[config.mk]
export PLATFORM = sky130hd
export DESIGN_NAME = spaz_top
export DESIGN_NICKNAME = d
export VERILOG_FILES = /design/src/design/spaz_pkg.sv /design/src/design/spaz_sync_if.sv /design/src/design/spaz_sync.sv /design/src/design/spaz_top.sv
export VERILOG_INCLUDE_DIRS = /design/src /design/src/design
export SDC_FILE = /design/constraint.sdc
export NUM_CORES = 2
export LEC_CHECK = 0
export BUFFER_PORTS_ARGS = -buffer_cell sky130_fd_sc_hd__buf_4
export CAP_MARGIN = 20
export CORE_AREA = 4 4 388 237
export DETAILED_ROUTE_END_ITERATION = 10
export DIE_AREA = 0 0 392 241
export PLACE_DENSITY_LB_ADDON = 0.08
export SLEW_MARGIN = 20
export SYNTH_ARGS = -nofsm -noshare
export SYNTH_HDL_FRONTEND = slang
export SYNTH_HIERARCHICAL = 1
export SYNTH_SLANG_ARGS = --single-unit
[constraint.sdc]
create_clock -name clk_sys -period 113.1 [get_ports clk_sys]
set_input_delay 5.655 -clock clk_sys [delete_from_list [all_inputs] [get_ports clk_sys]]
set_output_delay 5.655 -clock clk_sys [all_outputs]
set_load 0.02 [all_outputs]
[src/design/spaz_map.svh]
// Constants for the sensor position and auto-zero block.
`ifndef SPAZ_MAP_SVH
`define SPAZ_MAP_SVH
`define SPAZ_QUAD_CPR        1024
`define SPAZ_QUAD_UNITS      4096
`define SPAZ_ROTOR_UNITS     2048
`define SPAZ_PWM_FULL_UNITS  4096
`define SPAZ_LOWRES_PULSES   20
`define SPAZ_LOWRES_UNITS    80
`define SPAZ_VEL_WINDOW_NS   100000000
`define SPAZ_CLK_PERIOD_NS   25
`define SPAZ_VEL_CYCLES      (`SPAZ_VEL_WINDOW_NS / `SPAZ_CLK_PERIOD_NS)
`define SPAZ_POS_RESET       32'h0000_0000
`endif

[src/design/spaz_pkg.sv]
// Types for the sensor position and auto-zero block.
package spaz_pkg;
	typedef enum logic [1:0] {
		SPAZ_SEL_QUAD,
		SPAZ_SEL_ROTOR,
		SPAZ_SEL_PWM,
		SPAZ_SEL_LOWRES
	} spaz_sel_e;
	typedef logic signed [31:0] spaz_pos_t;
endpackage : spaz_pkg

[src/design/spaz_sync_if.sv]
// Bundle of synchronised pin levels passed from the synchroniser to the top.
`timescale 1ns/1ps
interface spaz_sync_if;
	logic [5:0] level;
	logic [5:0] change;
	modport src (output level, output change);
	modport dst (input level, input change);
endinterface : spaz_sync_if

[src/design/spaz_sync.sv]
// Three-stage pin synchroniser with agreement qualification.
`timescale 1ns/1ps
module spaz_sync #(
	parameter int WIDTH = 6
) (
	// Clock and reset
	input  wire logic             clk_sys,
	input  wire logic             nrst,
	input  wire logic             clk_en,
	// Raw pins
	input  wire logic [WIDTH-1:0] pins,
	// Qualified levels
	spaz_sync_if.src              sync
);
	typedef struct packed {
		logic [WIDTH-1:0] s1;
		logic [WIDTH-1:0] s2;
		logic [WIDTH-1:0] s3;
		logic [WIDTH-1:0] level;
		logic [WIDTH-1:0] change;
	} spaz_sync_s;

	spaz_sync_s st;
	spaz_sync_s next_st;

	// The carrier bundle is six bits wide, so no other width can be served.
	if (WIDTH != 6) begin : g_bad_width
		$error("spaz_sync: width must be 6");
	end

	always_comb begin
		next_st = st;
		next_st.s1 = pins;
		next_st.s2 = st.s1;
		next_st.s3 = st.s2;
		// A change counts once the second and third stages agree.
		next_st.change = (st.s2 ~^ st.s3) & (st.s3 ^ st.level);
		next_st.level = ((st.s2 ~^ st.s3) & st.s3) | (~(st.s2 ~^ st.s3) & st.level);
	end

	always_ff @(posedge clk_sys or negedge nrst) begin
		if (!nrst) begin
			st <= '0;
		end else if (clk_en) begin
			st <= next_st;
		end
	end

	assign sync.level  = st.level;
	assign sync.change = st.change;
endmodule : spaz_sync

[src/design/spaz_top.sv]
// Sensor position, velocity and auto-zero logic.
`timescale 1ns/1ps
`include "spaz_map.svh"
//
// Function
// - Every rising and falling edge of both quadrature channels counts, giving 4096 units per turn of a 1024-cycle encoder.
// - The built-in rotor sensor is reported at 2048 units per rotation.
// - A pulse-width input is scaled so that full duty cycle equals 4096 units.
// - A 20-pulse low-resolution encoder yields 80 units per rotation by edge counting.
// - Position is reported in raw sensor units with no angle or distance conversion.
// - Velocity is the change of position in raw units over each 100 ms interval.
// - A host write overwrites the position of the currently selected sensor.
// - With auto-clear enabled for a source, its qualifying edge sets the selected position to zero.
// - A high-to-low transition on the forward limit clears position when enabled.
// - A high-to-low transition on the reverse limit clears position when enabled.
// - A low-to-high transition on the index input clears position when enabled.
module spaz_top #(
	parameter int VEL_CYCLES = `SPAZ_VEL_CYCLES,
	parameter int PWM_BITS   = 12
) (
	// Clock and reset
	input  wire logic                     clk_sys,
	input  wire logic                     nrst,
	input  wire logic                     clk_en,
	// Sensor pins
	input  wire logic                     quad_a,
	input  wire logic                     quad_b,
	input  wire logic                     quad_index,
	input  wire logic                     lowres_a,
	input  wire logic                     lowres_b,
	input  wire logic                     pwm_in,
	input  wire logic                     fwd_limit_input,
	input  wire logic                     rev_limit_input,
	// Built-in rotor sensor, same clock domain
	input  wire logic [10:0]              rotor_angle,
	// Configuration
	input  wire spaz_pkg::spaz_sel_e      sensor_sel,
	input  wire logic                     autoclear_fwd_enable,
	input  wire logic                     autoclear_rev_enable,
	input  wire logic                     autoclear_index_enable,
	input  wire logic                     cfg_strobe,
	// Host position write
	input  wire logic                     pos_wr,
	input  wire spaz_pkg::spaz_pos_t      pos_wr_data,
	// Results
	output spaz_pkg::spaz_pos_t           position,
	output spaz_pkg::spaz_pos_t           velocity,
	output logic                          velocity_valid,
	output logic [2:0]                    autoclear_status,
	output logic                          clear_event
);
	// ****************************************************************
	// State
	// ****************************************************************
	typedef struct packed {
		spaz_pkg::spaz_pos_t quad_pos;
		spaz_pkg::spaz_pos_t low_pos;
		logic [10:0]         rotor_prev;
		spaz_pkg::spaz_pos_t rotor_pos;
		logic [PWM_BITS-1:0] pwm_high;
		logic [PWM_BITS-1:0] pwm_cnt;
		spaz_pkg::spaz_pos_t pwm_pos;
		logic [2:0]          en;
		logic [31:0]         vel_cnt;
		spaz_pkg::spaz_pos_t vel_base;
		spaz_pkg::spaz_pos_t velocity;
		logic                vel_valid;
		logic                clr;
	} spaz_top_s;

	spaz_top_s st;
	spaz_top_s next_st;
	spaz_sync_if sy ();

	// A window of one cycle would hold the valid pulse high without a break.
	if (VEL_CYCLES < 2) begin : g_bad_vel
		$error("spaz_top: VEL_CYCLES too small");
	end
	if (PWM_BITS < 2 || PWM_BITS > 16) begin : g_bad_pwm
		$error("spaz_top: PWM_BITS out of range");
	end

	spaz_sync #(.WIDTH(6)) u_sync (
		.clk_sys (clk_sys),
		.nrst    (nrst),
		.clk_en  (clk_en),
		.pins    ({1'b0, rev_limit_input, fwd_limit_input, quad_index, quad_b, quad_a}),
		.sync    (sy.src)
	);

	// Separate synchroniser for the low-resolution pair and pulse-width pin.
	spaz_sync_if sy2 ();
	spaz_sync #(.WIDTH(6)) u_sync2 (
		.clk_sys (clk_sys),
		.nrst    (nrst),
		.clk_en  (clk_en),
		.pins    ({3'h0, pwm_in, lowres_b, lowres_a}),
		.sync    (sy2.src)
	);

	// ****************************************************************
	// Functions
	// ****************************************************************
	// Quadrature step from one qualified edge: +1, -1 or 0.
	function automatic logic signed [1:0] quad_step(input logic a, input logic b,
	                                                 input logic ca, input logic cb);
		logic signed [1:0] s;
		s = 2'sd0;
		if (ca) s = (a ^ b) ? -2'sd1 : 2'sd1;
		else if (cb) s = (a ^ b) ? 2'sd1 : -2'sd1;
		return s;
	endfunction : quad_step

	// Applies a step, a host write and a clear to one position.
	function automatic spaz_pkg::spaz_pos_t upd(input spaz_pkg::spaz_pos_t p,
	                                            input logic signed [31:0] d,
	                                            input logic sel, input logic wr,
	                                            input spaz_pkg::spaz_pos_t wd,
	                                            input logic clr);
		spaz_pkg::spaz_pos_t r;
		r = p + d;
		if (sel && wr) r = wd;
		if (sel && clr) r = '0;
		return r;
	endfunction : upd

	function automatic spaz_pkg::spaz_pos_t sel_pos(input spaz_top_s s,
	                                                input spaz_pkg::spaz_sel_e k);
		case (k)
			spaz_pkg::SPAZ_SEL_QUAD:   sel_pos = s.quad_pos;
			spaz_pkg::SPAZ_SEL_ROTOR:  sel_pos = s.rotor_pos;
			spaz_pkg::SPAZ_SEL_PWM:    sel_pos = s.pwm_pos;
			spaz_pkg::SPAZ_SEL_LOWRES: sel_pos = s.low_pos;
			default:                   sel_pos = s.quad_pos;
		endcase
	endfunction : sel_pos

	// ****************************************************************
	// Next state
	// ****************************************************************
	logic                clr_now;
	logic signed [31:0]  rotor_d;
	logic [31:0]         pwm_scaled;
	spaz_pkg::spaz_pos_t cur;

	always_comb begin
		next_st = st;
		if (cfg_strobe) begin
			next_st.en = {autoclear_index_enable, autoclear_rev_enable,
			              autoclear_fwd_enable};
		end
		// Falling limits and a rising index are the qualifying edges.
		clr_now = (st.en[0] && sy.change[3] && !sy.level[3])
		        | (st.en[1] && sy.change[4] && !sy.level[4])
		        | (st.en[2] && sy.change[2] &&  sy.level[2]);
		next_st.clr = clr_now;
		// Four edges per quadrature cycle on each counter.
		next_st.quad_pos = upd(st.quad_pos,
			32'(signed'(quad_step(sy.level[0], sy.level[1], sy.change[0], sy.change[1]))),
			sensor_sel == spaz_pkg::SPAZ_SEL_QUAD, pos_wr, pos_wr_data, clr_now);
		next_st.low_pos = upd(st.low_pos,
			32'(signed'(quad_step(sy2.level[0], sy2.level[1], sy2.change[0], sy2.change[1]))),
			sensor_sel == spaz_pkg::SPAZ_SEL_LOWRES, pos_wr, pos_wr_data, clr_now);
		// Rotor angle is 11 bits, so wrapping deltas keep 2048 per turn.
		next_st.rotor_prev = rotor_angle;
		rotor_d = 32'(signed'(rotor_angle - st.rotor_prev));
		next_st.rotor_pos = upd(st.rotor_pos, rotor_d,
			sensor_sel == spaz_pkg::SPAZ_SEL_ROTOR, pos_wr, pos_wr_data, clr_now);
		// Pulse width: count high and total cycles over one period.
		// The rising edge cycle itself opens the next period, so both counts start at one.
		// Periods longer than the counter span read as a steady level.
		pwm_scaled = 32'h0;
		next_st.pwm_cnt = st.pwm_cnt + 1'b1;
		if (sy2.level[2]) next_st.pwm_high = st.pwm_high + 1'b1;
		if (sy2.change[2] && sy2.level[2]) begin
			pwm_scaled = (32'(st.pwm_high) * 32'(`SPAZ_PWM_FULL_UNITS)) /
			             ((st.pwm_cnt == '0) ? 32'h1 : 32'(st.pwm_cnt));
			next_st.pwm_cnt = PWM_BITS'(1);
			next_st.pwm_high = PWM_BITS'(1);
			next_st.pwm_pos = pwm_scaled;
		end else if (st.pwm_cnt == '1) begin
			// No rising edge for a whole counter span: the duty is none or full.
			next_st.pwm_cnt = PWM_BITS'(1);
			next_st.pwm_high = PWM_BITS'(sy2.level[2]);
			next_st.pwm_pos = sy2.level[2] ? 32'(`SPAZ_PWM_FULL_UNITS) : 32'h0;
		end
		if (sensor_sel == spaz_pkg::SPAZ_SEL_PWM && pos_wr) next_st.pwm_pos = pos_wr_data;
		if (sensor_sel == spaz_pkg::SPAZ_SEL_PWM && clr_now) next_st.pwm_pos = '0;
		// Velocity as position change per window.
		cur = sel_pos(st, sensor_sel);
		next_st.vel_valid = 1'b0;
		if (st.vel_cnt == 32'(VEL_CYCLES - 1)) begin
			next_st.vel_cnt = 32'h0;
			next_st.velocity = cur - st.vel_base;
			next_st.vel_base = cur;
			next_st.vel_valid = 1'b1;
		end else begin
			next_st.vel_cnt = st.vel_cnt + 32'h1;
		end
	end

	always_ff @(posedge clk_sys or negedge nrst) begin
		if (!nrst) begin
			st <= '0;
		end else if (clk_en) begin
			st <= next_st;
		end
	end

	// ****************************************************************
	// Outputs
	// ****************************************************************
	assign position         = sel_pos(st, sensor_sel);
	assign velocity         = st.velocity;
	assign velocity_valid   = st.vel_valid;
	assign autoclear_status = st.en;
	assign clear_event      = st.clr;
endmodule : spaz_top

==> flow_metrics.tcl <==
set metrics [dict create \
    die_x_um 392 \
    post-route-period-util_pct 81.6 \
    post_cts_buffers 0 \
    cts_tree "done" \
    avgSynthCellArea_sq_um 7.76 \
    diodes 0 \
    drt_pass1_iterations 8 \
    hp-class "reg -> reg" \
    timing.fmax_mhz 10.8 \
    ctsResizeCount 0 \
    hpwl_um 110000 \
    drv_cap 0 \
    crit_type "reg -> reg" \
    tightest_slew_ns 1.10 \
    num_rows 85 \
    critical-path-max-stage-delay_ns 0.91 \
    synth_cells 5543 \
    cts_hold_buf 0 \
    grt.overflow.total 0 \
    antenna_found_initial 1 \
    worstSetupEndpointType "flop" \
    finClkSkew_ns 0.0255 \
    syn_to_final_growth_pct 6.23 \
    die_area_sq_mm 0.0945 \
    grt_pass1_vias 38205 \
    cts.sinks 304 \
    ant_nets 0 \
    initial_utilization_pct 48.5 \
    yosysWarnings 6 \
    gr-usage-all-layers_pct 29.2 \
    drive_above_1_share_pct 9.27 \
    drt_iter0_markers 4361 \
    slowest_stage "nor3_2" \
    min_period_ns 92.31 \
    hold_violations 0 \
    coreArea_sq_mm 0.0887 \
    startpoint_type "flop" \
    grt_max_degree 76 \
    relSlewSlack_pct 26.4 \
    synth.cell_area_sq_mm 0.0430 \
    setup_violations 0 \
    vias_per_cell 6.30 \
    cts_buffers 30 \
    rsz0062_at_grt "no" \
    setup-tns-final_ns 0 \
    finalMaxSlewViolations 0 \
    clk_latency_ns 0.60 \
    portBuffers 129 \
    cts.clk_slew.worst_paths_ns 0.08 \
    grt_first_pass_wirelength_um 223000 \
    cpMostUsedCell "a21oi_1" \
    ff2ff_setup_slack_ns 20.79 \
    drc_errors 0 \
    clk_path_buf_depth 3 \
    via_count 42330 \
    die_h_um 241 \
    htree_levels 1 \
    routedWlPerCell_um 21.1 \
    timing.critical_path.arrival_ns 92.77 \
    crit_path_max_fanout 33 \
    gp_congestion 0.962 \
    wl_um 142000 \
    status "finished, final reports clean" \
    root_buffer "clkbuf_16" \
    nets 6032 \
    io_pins 130 \
    worst_ep_required_time_ns 113.56 \
]
==> metrics by stage <==
step	std cells	util, %	area [sq um]	hold WS, ns	worst slack [ns]
5_1_grt	6717	51.5	45700	0.505	11.97
4_1_cts	6717	51.5	45700	0.471	22.63
2_1_floorplan	5550	-	43100	0.438	31.55
6_report	6717	51.5	45700	0.470	20.79
3_3_place_gp	6662	50.4	44700	0.454	25.79
3_5_place_dp	6662	50.4	44700	0.457	22.96
==> registers in the layout, indices dropped and copies added, names as in the netlist, named ones only <==
register,cells
velocity,32
u_sync/st,5
u_sync/next_st,10
clear_event,1
u_sync2/st,3
velocity_valid,1
autoclear_status,3
u_sync/sync.change,5
u_sync2/next_st,6
u_sync2/sync.change,3
st,227
==> layer usage <==
| metal | part of all wire [%] | track usage [%] | vias up | routed length, um |
|---|---|---|---|---|
| met5 | 0 | 0 | - | 0 |
| met4 | 1.1 | 3.28 | 0 | 1510 |
| met3 | 8.8 | 5.42 | 101 | 12500 |
| met2 | 37 | 38.7 | 1600 | 52800 |
| met1 | 53 | 48.6 | 19999 | 74800 |
| li1 | - | - | 20630 | - |
==> critical path, delay by kind of cell, from the launching register on <==
kind | cells | cell delay, ns
and+or+nand+nor | 114 | 26.51
AOI/OAI and AO/OA | 225 | 49.66
adders and majority gates | 31 | 10.10
buffers and inverters | 15 | 3.74
muxes | 4 | 1.43
DFF | 1 | 0.42
==> placed cells by master, fill, tap and decap left out, drive strengths merged, types with 28 or more instances in the layout <==
cell type and instances:
a211oi 43, a21o 142, a21oi 530, a22oi 28, a31oi 58, and2 41, and3 46, buf 183
clkbuf 39, dfrtp 304, ha 445, inv 217, mux2 101, mux2i 31, mux4 32, nand2 478
nand2b 79, nand3 98, nand4 82, nor2 535, nor2b 56, nor3 205, nor4 51, o211ai 39
o21a 136, o21ai 340, o21bai 134, o2bb2ai 98, o31ai 74, or2 40, or3 57, xnor2 285
xor2 98
==> final cells by class <==
cell class,instances,area (sq um)
multi-input cells,4786,33500
well taps,1174,1470
clock inverters,16,145
inverters,215,810
clock buffers,39,826
fillers,8628,43000
flip-flops and latches,304,7610
repair buffers,183,1380
==> worst paths after layout <==
path	startpoint	end	cells after the start
setup reg to reg	st[137]	st[101]	389
max in group asynchronous	nrst	st[93]	3
hold reg to reg	st[70]	st[70]	1
min in group asynchronous	nrst	velocity[4]	1
hold / removal	st[70]	st[70]	1
setup / recovery	st[137]	st[101]	389
Power is left out: the tool's default activity adds up to more than one toggle a clock period on the data nets, which glitch-free logic cannot reach.
